[src/timer_pkg.sv]
// Constants for the capture/match timer: register offsets, field
// positions, reset values and encodings.
// Assumes a byte-addressed register port with 32-bit data words.
package timer_pkg;

  localparam int NUM_CH      = 4;
  localparam int PINS_PER_CH = 2;
  localparam int NUM_PINS    = NUM_CH * PINS_PER_CH;
  localparam int ADDR_W      = 8;
  localparam int DATA_W      = 32;

  // Register byte offsets
  localparam logic [7:0] OFF_STATUS    = 8'h00;
  localparam logic [7:0] OFF_CTRL      = 8'h04;
  localparam logic [7:0] OFF_COUNT     = 8'h08;
  localparam logic [7:0] OFF_PRESCALE  = 8'h0c;
  localparam logic [7:0] OFF_PRE_COUNT = 8'h10;
  localparam logic [7:0] OFF_MATCH_CTL = 8'h14;
  localparam logic [7:0] OFF_MATCH0    = 8'h18;
  localparam logic [7:0] OFF_CAP_CTL   = 8'h28;
  localparam logic [7:0] OFF_CAPTURE0  = 8'h2c;
  localparam logic [7:0] OFF_EXT_MATCH = 8'h3c;
  localparam logic [7:0] OFF_COUNT_CTL = 8'h40;
  localparam logic [7:0] OFF_IRQ_MASK  = 8'h44;
  localparam logic [7:0] OFF_PIN_CFG   = 8'h48;

  // Control register fields
  localparam int CTRL_EN_BIT  = 0;
  localparam int CTRL_RST_BIT = 1;

  // Per-channel field groups
  localparam int MCTL_STRIDE = 3;
  localparam int MCTL_INT    = 0;
  localparam int MCTL_RST    = 1;
  localparam int MCTL_STOP   = 2;
  localparam int CCTL_STRIDE = 3;
  localparam int CCTL_RISE   = 0;
  localparam int CCTL_FALL   = 1;
  localparam int CCTL_INT    = 2;

  // External match register: states in low nibble, actions above
  localparam int EXT_ACT_LSB = 4;

  // Count control: mode in bits 1:0, input select in bits 3:2
  localparam int CCTL_MODE_LSB = 0;
  localparam int CCTL_SEL_LSB  = 2;

  // Pin config: AND-combine per capture, broadcast enables per pin
  localparam int PCFG_AND_LSB   = 0;
  localparam int PCFG_BCAST_LSB = 8;

  // Status layout: matches low, captures high
  localparam int STAT_CAP_LSB = NUM_CH;

  // Match output actions
  localparam logic [1:0] ACT_NONE   = 2'h0;
  localparam logic [1:0] ACT_LOW    = 2'h1;
  localparam logic [1:0] ACT_HIGH   = 2'h2;
  localparam logic [1:0] ACT_TOGGLE = 2'h3;

  // Count source modes
  localparam logic [1:0] MODE_TIMER = 2'h0;
  localparam logic [1:0] MODE_RISE  = 2'h1;
  localparam logic [1:0] MODE_FALL  = 2'h2;
  localparam logic [1:0] MODE_BOTH  = 2'h3;

  // Reset values
  localparam logic [31:0] RST_WORD  = 32'h0000_0000;
  localparam logic [7:0]  RST_BCAST = 8'hff;

  // Synchroniser depth and the fastest external count rate
  localparam int SYNC_STAGES     = 3;
  localparam int EXT_CLK_MIN_DIV = 4;

endpackage

[src/pin_sync.sv]
// Three-stage synchroniser for asynchronous pins.
// Assumes the pins hold each level for at least two clock periods.
module pin_sync
  import timer_pkg::*;
#(
  parameter int WIDTH = 8
) (
  input  wire logic             i_sys_clk,
  input  wire logic             i_rst,
  input  wire logic [WIDTH-1:0] i_pin,
  output logic      [WIDTH-1:0] o_level
);

  logic [WIDTH-1:0] stage1;
  logic [WIDTH-1:0] stage2;
  logic [WIDTH-1:0] stage3;
  logic [WIDTH-1:0] next_level;

  // A change counts once the second and third stages agree
  always_comb begin
    next_level = o_level;
    for (int i = 0; i < WIDTH; i++) begin
      if (stage2[i] == stage3[i]) begin
        next_level[i] = stage3[i];
      end
    end
  end

  always_ff @(posedge i_sys_clk or posedge i_rst) begin
    if (i_rst) begin
      stage1  <= '0;
      stage2  <= '0;
      stage3  <= '0;
      o_level <= '0;
    end else begin
      stage1  <= i_pin;
      stage2  <= stage1;
      stage3  <= stage2;
      o_level <= next_level;
    end
  end

endmodule

[src/match_unit.sv]
// One match channel: equality against the count and the external
// match state that follows it.
// Assumes i_tick is a one-cycle pulse on the count's advance.
module match_unit
  import timer_pkg::*;
(
  input  wire logic        i_sys_clk,
  input  wire logic        i_rst,
  input  wire logic [31:0] i_count,
  input  wire logic [31:0] i_value,
  input  wire logic        i_tick,
  input  wire logic [1:0]  i_action,
  input  wire logic        i_wr_en,
  input  wire logic        i_wr_state,
  output logic             o_hit,
  output logic             o_state
);

  logic next_state;

  assign o_hit = i_tick && (i_count == i_value);

  // A match outranks a software write in the same cycle
  always_comb begin
    next_state = o_state;
    if (o_hit) begin
      unique case (i_action)
        ACT_NONE:   next_state = o_state;
        ACT_LOW:    next_state = 1'b0;
        ACT_HIGH:   next_state = 1'b1;
        ACT_TOGGLE: next_state = ~o_state;
      endcase
    end else if (i_wr_en) begin
      next_state = i_wr_state;
    end
  end

  always_ff @(posedge i_sys_clk or posedge i_rst) begin
    if (i_rst) begin
      o_state <= 1'b0;
    end else begin
      o_state <= next_state;
    end
  end

endmodule

[src/capture_match_timer.sv]
// 32-bit timer/counter with prescaler, four capture and four match
// channels, match output pins and one level interrupt.
// Assumes a single-cycle strobe register port and asynchronous pins.
//
// Notes on behaviour
// - Count advances once per prescale+1 source events, 32-bit counter.
// - Software picks clock cycles or external input edges as source.
// - Four capture channels copy count on chosen input edge, optional flag.
// - Four match values; on hit continue, stop or reset, optional flag.
// - Each match drives its output low, high, toggled or unchanged.
// - Event mode counts one selected capture input, up to clock/4.
// - Other capture inputs keep capturing while one serves as clock.
// - Two pins per channel, OR/AND combine in, broadcast match out.
// - All match and capture flags merge into one interrupt line.
module capture_match_timer
  import timer_pkg::*;
(
  input  wire logic                i_sys_clk,
  input  wire logic                i_rst,
  input  wire logic [ADDR_W-1:0]   i_addr,
  input  wire logic [DATA_W-1:0]   i_wr_data,
  input  wire logic                i_wr_en,
  input  wire logic                i_rd_en,
  output logic      [DATA_W-1:0]   o_rd_data,
  output logic                     o_irq,
  input  wire logic [NUM_PINS-1:0] i_capture_input_pin,
  output logic      [NUM_PINS-1:0] o_match_pin
);

  function automatic logic reg_hit(input logic [7:0] addr,
                                   input logic [7:0] base,
                                   input int         idx);
    return addr == (base + 8'(idx * 4));
  endfunction

  logic [NUM_PINS-1:0] pin_lvl;
  logic [NUM_CH-1:0]   cap_lvl;
  logic [NUM_CH-1:0]   prev_lvl;
  logic [NUM_CH-1:0]   rise;
  logic [NUM_CH-1:0]   fall;
  logic [NUM_CH-1:0]   cap_ev;
  logic [NUM_CH-1:0]   hit;
  logic [NUM_CH-1:0]   ext_state;
  logic [NUM_CH-1:0]   mc_int;
  logic [NUM_CH-1:0]   mc_rst;
  logic [NUM_CH-1:0]   mc_stop;
  logic [NUM_CH-1:0]   cc_rise;
  logic [NUM_CH-1:0]   cc_fall;
  logic [NUM_CH-1:0]   cc_int;
  logic [NUM_CH-1:0]   ext_wr_state;
  logic                ext_wr;
  logic                ctrl_en;
  logic                ctrl_rst;
  logic                next_ctrl_en;
  logic                next_ctrl_rst;
  logic [31:0]         tc;
  logic [31:0]         next_tc;
  logic [31:0]         pr;
  logic [31:0]         next_pr;
  logic [31:0]         pc;
  logic [31:0]         next_pc;
  logic [31:0]         mr      [NUM_CH];
  logic [31:0]         next_mr [NUM_CH];
  logic [31:0]         cr      [NUM_CH];
  logic [31:0]         next_cr [NUM_CH];
  logic [11:0]         mctl;
  logic [11:0]         next_mctl;
  logic [11:0]         cctl;
  logic [11:0]         next_cctl;
  logic [7:0]          ext_act;
  logic [7:0]          next_ext_act;
  logic [3:0]          cnt_ctl;
  logic [3:0]          next_cnt_ctl;
  logic [7:0]          status;
  logic [7:0]          next_status;
  logic [7:0]          mask;
  logic [7:0]          next_mask;
  logic [3:0]          and_mode;
  logic [3:0]          next_and_mode;
  logic [7:0]          bcast;
  logic [7:0]          next_bcast;
  logic [7:0]          clr;
  logic [7:0]          set;
  logic [DATA_W-1:0]   next_rd_data;
  logic                next_irq;
  logic [NUM_PINS-1:0] next_match_pin;
  logic [1:0]          sel;
  logic [1:0]          mode;
  logic                src_pulse;
  logic                tick;

  pin_sync #(
    .WIDTH (NUM_PINS)
  ) u_pin_sync (
    .i_sys_clk (i_sys_clk),
    .i_rst     (i_rst),
    .i_pin     (i_capture_input_pin),
    .o_level   (pin_lvl)
  );

  for (genvar c = 0; c < NUM_CH; c++) begin : g_ch
    logic [PINS_PER_CH-1:0] grp;
    assign grp = pin_lvl[c*PINS_PER_CH +: PINS_PER_CH];
    // Several pins feed one channel
    assign cap_lvl[c] = and_mode[c] ? &grp : |grp;
    assign rise[c]    = cap_lvl[c] & ~prev_lvl[c];
    assign fall[c]    = ~cap_lvl[c] & prev_lvl[c];
    assign mc_int[c]  = mctl[c*MCTL_STRIDE + MCTL_INT];
    assign mc_rst[c]  = mctl[c*MCTL_STRIDE + MCTL_RST];
    assign mc_stop[c] = mctl[c*MCTL_STRIDE + MCTL_STOP];
    assign cc_rise[c] = cctl[c*CCTL_STRIDE + CCTL_RISE];
    assign cc_fall[c] = cctl[c*CCTL_STRIDE + CCTL_FALL];
    assign cc_int[c]  = cctl[c*CCTL_STRIDE + CCTL_INT];
    // Every channel captures, the counting one included
    assign cap_ev[c]  = (rise[c] & cc_rise[c]) |
                        (fall[c] & cc_fall[c]);

    match_unit u_match (
      .i_sys_clk  (i_sys_clk),
      .i_rst      (i_rst),
      .i_count    (tc),
      .i_value    (mr[c]),
      .i_tick     (tick),
      .i_action   (ext_act[EXT_ACT_LSB - NUM_CH + 2*c +: 2]),
      .i_wr_en    (ext_wr),
      .i_wr_state (ext_wr_state[c]),
      .o_hit      (hit[c]),
      .o_state    (ext_state[c])
    );
  end

  assign sel  = cnt_ctl[CCTL_SEL_LSB +: 2];
  assign mode = cnt_ctl[CCTL_MODE_LSB +: 2];

  // Count source: every clock, or edges of one selected input
  always_comb begin
    unique case (mode)
      MODE_TIMER: src_pulse = 1'b1;
      MODE_RISE:  src_pulse = rise[sel];
      MODE_FALL:  src_pulse = fall[sel];
      MODE_BOTH:  src_pulse = rise[sel] | fall[sel];
    endcase
  end

  assign tick = ctrl_en && !ctrl_rst && src_pulse && (pc == pr);

  always_comb begin
    next_ctrl_en  = ctrl_en;
    next_ctrl_rst = ctrl_rst;
    next_tc       = tc;
    next_pr       = pr;
    next_pc       = pc;
    next_mctl     = mctl;
    next_cctl     = cctl;
    next_ext_act  = ext_act;
    next_cnt_ctl  = cnt_ctl;
    next_mask     = mask;
    next_and_mode = and_mode;
    next_bcast    = bcast;
    ext_wr        = 1'b0;
    ext_wr_state  = i_wr_data[NUM_CH-1:0];
    clr           = '0;
    for (int c = 0; c < NUM_CH; c++) begin
      next_mr[c] = mr[c];
      next_cr[c] = cr[c];
      if (cap_ev[c]) begin
        next_cr[c] = tc;
      end
    end

    if (ctrl_rst) begin
      next_tc = '0;
      next_pc = '0;
    end else if (ctrl_en && src_pulse) begin
      if (pc == pr) begin
        next_pc = '0;
        next_tc = |(hit & mc_rst) ? '0 : tc + 32'h1;
      end else begin
        next_pc = pc + 32'h1;
      end
    end
    if (|(hit & mc_stop)) begin
      next_ctrl_en = 1'b0;
    end

    if (i_wr_en) begin
      case (i_addr)
        OFF_STATUS:    clr = i_wr_data[7:0];
        OFF_CTRL: begin
          next_ctrl_en  = i_wr_data[CTRL_EN_BIT];
          next_ctrl_rst = i_wr_data[CTRL_RST_BIT];
        end
        OFF_COUNT:     next_tc = i_wr_data;
        OFF_PRESCALE:  next_pr = i_wr_data;
        OFF_PRE_COUNT: next_pc = i_wr_data;
        OFF_MATCH_CTL: next_mctl = i_wr_data[11:0];
        OFF_CAP_CTL:   next_cctl = i_wr_data[11:0];
        OFF_EXT_MATCH: begin
          ext_wr       = 1'b1;
          next_ext_act = i_wr_data[EXT_ACT_LSB +: 8];
        end
        OFF_COUNT_CTL: next_cnt_ctl = i_wr_data[3:0];
        OFF_IRQ_MASK:  next_mask = i_wr_data[7:0];
        OFF_PIN_CFG: begin
          next_and_mode = i_wr_data[PCFG_AND_LSB +: 4];
          next_bcast    = i_wr_data[PCFG_BCAST_LSB +: 8];
        end
        default: ;
      endcase
      for (int c = 0; c < NUM_CH; c++) begin
        if (reg_hit(i_addr, OFF_MATCH0, c)) begin
          next_mr[c] = i_wr_data;
        end
      end
    end

    // A new event wins over a clear in the same cycle
    set         = {cap_ev & cc_int, hit & mc_int};
    next_status = (status & ~clr) | set;
    // New mask value, so the line follows a mask write at once
    next_irq    = |(next_status & next_mask);

    for (int p = 0; p < NUM_PINS; p++) begin
      next_match_pin[p] = ext_state[p / PINS_PER_CH] & next_bcast[p];
    end

    next_rd_data = '0;
    if (i_rd_en) begin
      case (i_addr)
        OFF_STATUS:    next_rd_data = {24'h0, status};
        OFF_CTRL:      next_rd_data = {30'h0, ctrl_rst, ctrl_en};
        OFF_COUNT:     next_rd_data = tc;
        OFF_PRESCALE:  next_rd_data = pr;
        OFF_PRE_COUNT: next_rd_data = pc;
        OFF_MATCH_CTL: next_rd_data = {20'h0, mctl};
        OFF_CAP_CTL:   next_rd_data = {20'h0, cctl};
        OFF_EXT_MATCH: next_rd_data = {20'h0, ext_act, ext_state};
        OFF_COUNT_CTL: next_rd_data = {28'h0, cnt_ctl};
        OFF_IRQ_MASK:  next_rd_data = {24'h0, mask};
        OFF_PIN_CFG:   next_rd_data = {16'h0, bcast, 4'h0, and_mode};
        default:       next_rd_data = '0;
      endcase
      for (int c = 0; c < NUM_CH; c++) begin
        if (reg_hit(i_addr, OFF_MATCH0, c)) begin
          next_rd_data = mr[c];
        end
        if (reg_hit(i_addr, OFF_CAPTURE0, c)) begin
          next_rd_data = cr[c];
        end
      end
    end
  end

  always_ff @(posedge i_sys_clk or posedge i_rst) begin
    if (i_rst) begin
      ctrl_en     <= 1'b0;
      ctrl_rst    <= 1'b0;
      tc          <= RST_WORD;
      pr          <= RST_WORD;
      pc          <= RST_WORD;
      mctl        <= '0;
      cctl        <= '0;
      ext_act     <= '0;
      cnt_ctl     <= '0;
      status      <= '0;
      mask        <= '0;
      and_mode    <= '0;
      bcast       <= RST_BCAST;
      prev_lvl    <= '0;
      o_rd_data   <= RST_WORD;
      o_irq       <= 1'b0;
      o_match_pin <= '0;
      for (int c = 0; c < NUM_CH; c++) begin
        mr[c] <= RST_WORD;
        cr[c] <= RST_WORD;
      end
    end else begin
      ctrl_en     <= next_ctrl_en;
      ctrl_rst    <= next_ctrl_rst;
      tc          <= next_tc;
      pr          <= next_pr;
      pc          <= next_pc;
      mctl        <= next_mctl;
      cctl        <= next_cctl;
      ext_act     <= next_ext_act;
      cnt_ctl     <= next_cnt_ctl;
      status      <= next_status;
      mask        <= next_mask;
      and_mode    <= next_and_mode;
      bcast       <= next_bcast;
      prev_lvl    <= cap_lvl;
      o_rd_data   <= next_rd_data;
      o_irq       <= next_irq;
      o_match_pin <= next_match_pin;
      for (int c = 0; c < NUM_CH; c++) begin
        mr[c] <= next_mr[c];
        cr[c] <= next_cr[c];
      end
    end
  end

endmodule

[config.mk]
export PLATFORM = sky130hd
export DESIGN_NAME = capture_match_timer
export DESIGN_NICKNAME = d
export VERILOG_FILES = /design/src/timer_pkg.sv /design/src/pin_sync.sv /design/src/match_unit.sv /design/src/capture_match_timer.sv
export SDC_FILE = /design/constraint.sdc
export NUM_CORES = 1
export LEC_CHECK = 0
export BUFFER_PORTS_ARGS = -buffer_cell sky130_fd_sc_hd__buf_2
export CAP_MARGIN = 20
export CORE_AREA = 2 2 211 213
export CTS_CLUSTER_SIZE = 20
export DETAILED_ROUTE_END_ITERATION = 10
export DIE_AREA = 0 0 213 215
export GPL_TIMING_DRIVEN = 0
export PLACE_DENSITY = 0.74
export REMOVE_ABC_BUFFERS = 1
export SETUP_SLACK_MARGIN = 0.1
export SKIP_CTS_REPAIR_TIMING = 1
export SYNTH_ARGS = -nofsm -noshare
export SYNTH_HDL_FRONTEND = slang
export SYNTH_SLANG_ARGS = --single-unit
[constraint.sdc]
create_clock -name i_sys_clk -period 18.4 [get_ports i_sys_clk]
set_clock_uncertainty 0.05 [all_clocks]
set_input_delay 0.92 -clock i_sys_clk [delete_from_list [all_inputs] [get_ports i_sys_clk]]
set_output_delay 0.92 -clock i_sys_clk [all_outputs]
set_load 0.02 [all_outputs]
### Yosys cells after proc, flatten, opt, wreduce, memory -nomap -nowiden

Cells that the tools add are included.

* flip-flop bits (word level): 499
* logic and storage cells: 240
* input bits: 52
* output and inout port bits: 41

* reduce and logical (&&, ||, !) cells: 45
* bitwise gates (word level): 49
* equal/unequal tests: 50
* order comparisons: 1
* add/sub/neg operators: 2
* multiplexer cells: 53

Operators by type and width (count)
* 32-bit two-way mux: 20
* 32-bit one-hot mux with 11 select lines: 1
* 32-bit equality test: 5
* 32-bit by 1-bit adder with 32-bit output (second input constant): 2
* 8-bit by 6-bit equality test with 1-bit output (second input constant): 8
* 8-bit two-way mux: 6
* 2-bit AND reduction: 19
* 8-bit by 5-bit equality test with 1-bit output (second input constant): 4
* 1-bit AND: 24
* 8-bit by 7-bit equality test with 1-bit output (second input constant): 3
* 2-bit equality test (second input constant): 10
* 1-bit two-way mux: 19
* 4-bit AND: 4
* 8-bit AND: 2
* 8-bit by 4-bit equality test with 1-bit output (second input constant): 2
* 1-bit NOT: 12
* 1-bit one-hot mux with 3 select lines: 4
* 2-bit by 1-bit equality test with 1-bit output (second input constant): 5
* 2-bit zero test: 5
* 1-bit equality test: 8
* 8-bit by 3-bit equality test with 1-bit output (second input constant): 1
* 1-bit logical AND: 8
* 8-bit zero test: 1
* 2-bit inequality test (second input constant): 4
* 11 further kinds: 23

### Longest topological paths before layout

* depth in word-level cells: 19
* mapped depth: 11
* depth with buffers taken out: 7

### Hierarchy

A second synthesis with hierarchy kept.

* cell total of the unflattened synthesis: 2144
* area total of the unflattened synthesis: 24549.8 µm²

By module, submodules not included
* capture_match_timer: seq. area each 11596.1 µm², area an instance 21918.5 µm², times used 1, cells an instance 1891
* match_unit: seq. area each 25.0 µm², area an instance 434.2 µm², times used 4, cells an instance 53
* pin_sync: seq. area each 800.8 µm², area an instance 894.6 µm², times used 1, cells an instance 41

### Worst setup path after synthesis

OpenSTA, ideal clock, no wires.

* kind: input to register
* start: in i_addr[1]
* end: reg o_irq
* buffers on the path: 1
* stages on the path: 8
* data arrival time: 3.061 ns
* required time: 18.226 ns
* path slack: 15.165 ns
* cell sequence: clkbuf_1 nor4b_4 nand3_4 mux2_4 a21boi_1 a2111o_1 a211o_1 a211o_1

* elaborated cells on any way between the ends: 11
* classes of those cells: eq/ne: 1; mux: 4; bitwise: 4; reduce/logical: 2

RTL lines
* start, declared: line capture_match_timer.sv:20 `input wire logic [ADDR_W-1:0] i_addr,`
* 8-bit by 7-bit equality test with 1-bit output: line capture_match_timer.sv:187 `case (i_addr)`
* 8-bit two-way mux: line capture_match_timer.sv:187
* 8-bit two-way mux: line capture_match_timer.sv:186 `if (i_wr_en) begin`
* named net next_mask[6]: line capture_match_timer.sv:77 `logic [7:0] next_mask;`
* 8-bit AND: line capture_match_timer.sv:221 `next_irq = |(next_status & next_mask);`
* 8-bit OR reduction: line capture_match_timer.sv:221
* named net next_irq: line capture_match_timer.sv:85 `logic next_irq;`
* end signal, assigned: line capture_match_timer.sv:293 `o_irq <= next_irq;`
* end, declared: line capture_match_timer.sv:25 `output logic o_irq,`

The timed path passes the listed nets, and every way through them passes these cells.
A chain may end at the register's enable or synchronous reset.

### Final worst setup path

* start: reg tc[5]
* end: reg tc[15]

* word-level cells in the longest chain between the ends: 10
* elaborated cells on any way between the ends: 17
* classes of those cells: add/sub: 1; eq/ne: 4; mux: 6; bitwise: 1; reduce/logical: 5

Ends and longest elaborated chain
* start, declared: line capture_match_timer.sv:56 `logic [31:0] tc;`
* start signal, assigned: line capture_match_timer.sv:280 `tc <= next_tc;`
* parallel branches: the longest is 4 deep, another holds 32-bit by 1-bit adder with 32-bit output
* 32-bit two-way mux *: line capture_match_timer.sv:177 `next_tc = |(hit & mc_rst) ? '0 : tc + 32'h1;`
* 32-bit two-way mux *: line capture_match_timer.sv:175 `if (pc == pr) begin`
* 32-bit two-way mux *: line capture_match_timer.sv:174 `end else if (ctrl_en && src_pulse) begin`
* 32-bit two-way mux *: line capture_match_timer.sv:171 `if (ctrl_rst) begin`
* 32-bit two-way mux: line capture_match_timer.sv:187
* 32-bit two-way mux *: line capture_match_timer.sv:186
* named net next_tc[15]: line capture_match_timer.sv:57 `logic [31:0] next_tc;`

Mark *: on every way through the listed nets, which the timed path passes.

==> results.json <==
{
  "status": "completed",
  "final_common_cell": "dfrtp_1",
  "synth_top_area_share": 0.499,
  "min_period_over_period": 0.225,
  "r2r-start": "tc[5]$_DFF_PP0_",
  "path_class": "flip-flop to flip-flop",
  "synth_compound_area_frac": 0.128,
  "synth_adder_area_share": 0.00427,
  "fp.coreArea_sq_um": 43600,
  "ios": 93,
  "p_total_mw": 3.01,
  "grt_overflow_total": 0,
  "r2r-end": "tc[15]$_DFF_PP0_",
  "num_vias": 19600,
  "hold_viol": 0,
  "required_ns": 18.79,
  "setup_viol": 0,
  "crit_slowest_cell": "nor4_1",
  "root_buffer": "clkbuf_16",
  "htree_num_levels": 2,
  "grt_first_pass_wirelength_um": 125000,
  "grt_pass1_vias": 19300,
  "firstDrtPassIters": 8,
  "timing.reg2reg.setup_slack_ns": 14.27,
  "cts_num_sinks": 499,
  "synth_mux_area_frac": 0.137,
  "critPathArrivalTime_ns": 4.52,
  "synth_top_family_by_area": "multiplexers",
  "clkLatencyLatePin_ns": 0.61,
  "maxCapViolations": 0,
  "synth_ff_type": "dfrtp_1",
  "avgSynthCellArea_sq_um": 11.0,
  "numCtsBuffers": 52,
  "rsz0062_at_grt": "no",
  "r2r_cells": 7,
  "path_buf_inv": 0,
  "synth_cell_type_count": 78,
  "max_stage_delay_ns": 0.84,
  "cpLargestDelayFamily": "simple AND/OR/NAND/NOR gates",
  "yosysWarnings": 0,
  "worst_setup_path_start_kind": "flip-flop",
  "hold-worst-slack_ns": 0.230,
  "ys_ff_latch": 499,
  "async_flop_share": 1.00,
  "drc_errors": 0,
  "startpoint": "tc[5]$_DFF_PP0_",
  "drt_iter0_drc": 2363,
  "met3WireLength_um": 8750,
  "layout_common_cells": "dfrtp_1 (491), mux2_2 (293), nand2_1 (213), xnor2_1 (158), o21ai_0 (132)",
  "critPathMaxFanout": 17,
  "antenna_found_initial": 4,
  "gp_congestion": 0.992,
  "die_h_um": 215,
  "grt_usage": 0.369,
  "via_per_inst": 6.79,
  "hp-class": "primary input to asynchronous set/reset pin",
  "p_leak_nw": 12.2,
  "routed.top_layer": "met5",
  "fp-row-count": 77,
  "dpl.hpwl_um": 58600,
  "area_growth_pct": 12.2,
  "fin_crit_ns": 4.13,
  "port_buffers": 92,
  "maxSlewViolCount": 0,
  "die_x_um": 213,
  "tritoncts": "yes",
  "synthXorXnorAreaFrac": 0.0757,
  "cts_buffer_depth": 3,
  "power_density_nw_per_um2": 109,
  "fmax_mhz": 242,
  "placedInstanceArea_sq_um": 25900,
  "start_util": 0.565,
  "wl_um": 82900,
  "syn_area_sq_um": 24600,
  "grt_max_degree": 124,
  "drive_above_1_share": 0.246,
  "wl_met1_um": 32900,
  "ys_seq_area_frac": 0.507,
  "synth_edf_count": 0,
  "clkSlewWorstSetupHoldPaths_ns": 0.06,
  "wl_met2_um": 36500,
  "cpMostUsedCell": "nand4_1",
  "fin_nets": 2297,
  "antenna_left": 0,
  "yosys.area.top_type": "dfrtp_1",
  "crit_chain": "xnor2_1 > nand4_1 > nor4_1 > nand3_1 > nand4_1 > a21o_1 > o31ai_1",
  "design_area_sq_um": 27700,
  "synth_area_leaders": "dfrtp_1 (50%), mux2_2 (13%), xnor2_1 (5.6%), nand2_1 (3.4%), o21ai_0 (2.7%)",
  "nFillCells": 3425,
  "die_area_sq_um": 45800,
  "cp-end-kind": "flip-flop",
  "synth-simple-area-share": 0.116,
  "wl_per_cell_um": 28.8,
  "max_slew.worst_pin.slew_ns": 1.18,
  "ir_worst_vdd_uv": 67.6,
  "maxSlewHeadroom": 0.192,
  "syn_inst": 2242
}
## worst max-delay path by stage
stage / depth (start not counted) / endpoint / slack, ns
6_report: 7 / tc[15]$_DFF_PP0_ / 14.27
5_1_grt: 8 / tc[29]$_DFF_PP0_ / 14.19
4_1_cts: 7 / tc[23]$_DFF_PP0_ / 14.45
3_5_place_dp: 5 / pr[23]$_DFFE_PP0P_ / 14.12
3_3_place_gp: 2 / mr[120]$_DFFE_PP0P_ / -1.44
2_1_floorplan: 1 / and_mode[0]$_DFFE_PP0P_ / 3.51
## per-stage QoR
stage                     setup WS, ns  std cells  utilization  TNS [ns]
after floorplan                   3.51       2064            -         0
after global placement           -1.44       2748        0.576   -695.51
after detailed placement         14.12       2781        0.594         0
after CTS                        14.45       2876        0.633         0
after global routing             14.19       2878        0.634         0
final                            14.27       2879        0.634         0
## logic make-up after synthesis
group,Yosys count
mux,301
flops,499
xor+xnor,213
compound gates,469
buf+inv,200
fa+ha+maj,10
simple gates,550
## flip-flops by register name (all words and copies together), names as in the netlist, 4 cells and up
register and flops:
o_match_pin 8, pr 32, u_pin_sync.stage2 8, mr 128
status 8, mctl 12, cnt_ctl 4, o_rd_data 32
and_mode 4, prev_lvl 4, tc 32, u_pin_sync.o_level 8
bcast 8, cr 128, g_ch.u_match.o_state 4, ext_act 8
u_pin_sync.stage3 8, pc 32, mask 8, cctl 12
u_pin_sync.stage1 8
## cells in the mapped netlist (10+ instances only)
master and n:
nand3_1 48, o221ai_1 20, nor3b_1 12, a222oi_1 14
and3_1 20, xnor2_1 158, nor2_1 55, nor4_1 28
buf_1 19, clkbuf_1 145, nand4_1 62, nor3_1 17
a31oi_1 42, xor2_1 55, nand2_1 220, buf_2 12
or3_1 10, dfrtp_1 491, a22oi_1 71, and2_1 18
a221oi_1 12, nor4b_1 10, a32oi_1 10, o22ai_1 18
mux2_2 293, o21ai_0 132, inv_1 22, o31ai_1 20
a21oi_1 53
## final cells by class
class	instances	area, sq um	area share
clock buffer	72	1520	0.0549
sequential	499	12500	0.452
timing repair buffer	125	1070	0.0387
multi-input combinational	1543	11500	0.416
tap	592	741	0.0268
clock inverter	23	215	0.00778
inverter	22	90.1	0.00326
antenna	3	7.51	0.000271
## where the power goes
group	total (mW)	internal (mW)	switching [mW]
clock network	1.07	0.618	0.455
logic	0.452	0.221	0.231
registers	1.48	1.26	0.222
total	3.01	2.10	0.908
## worst reg2reg max path, stage by stage, from the launching register on
cell,delay [ns]
dfrtp_1,0.62
xnor2_1,0.69
nand4_1,0.33
nor4_1,0.84
nand3_1,0.28
nand4_1,0.38
a21o_1,0.59
o31ai_1,0.19
## metal layers
layer / vias to the layer above / track usage
li1: 8210 / -
met4: 4 / 0.190
met3: 262 / 0.0928
met5: - / 0
met2: 1172 / 0.543
met1: 9914 / 0.505
(Power assumes the default switching activity.)
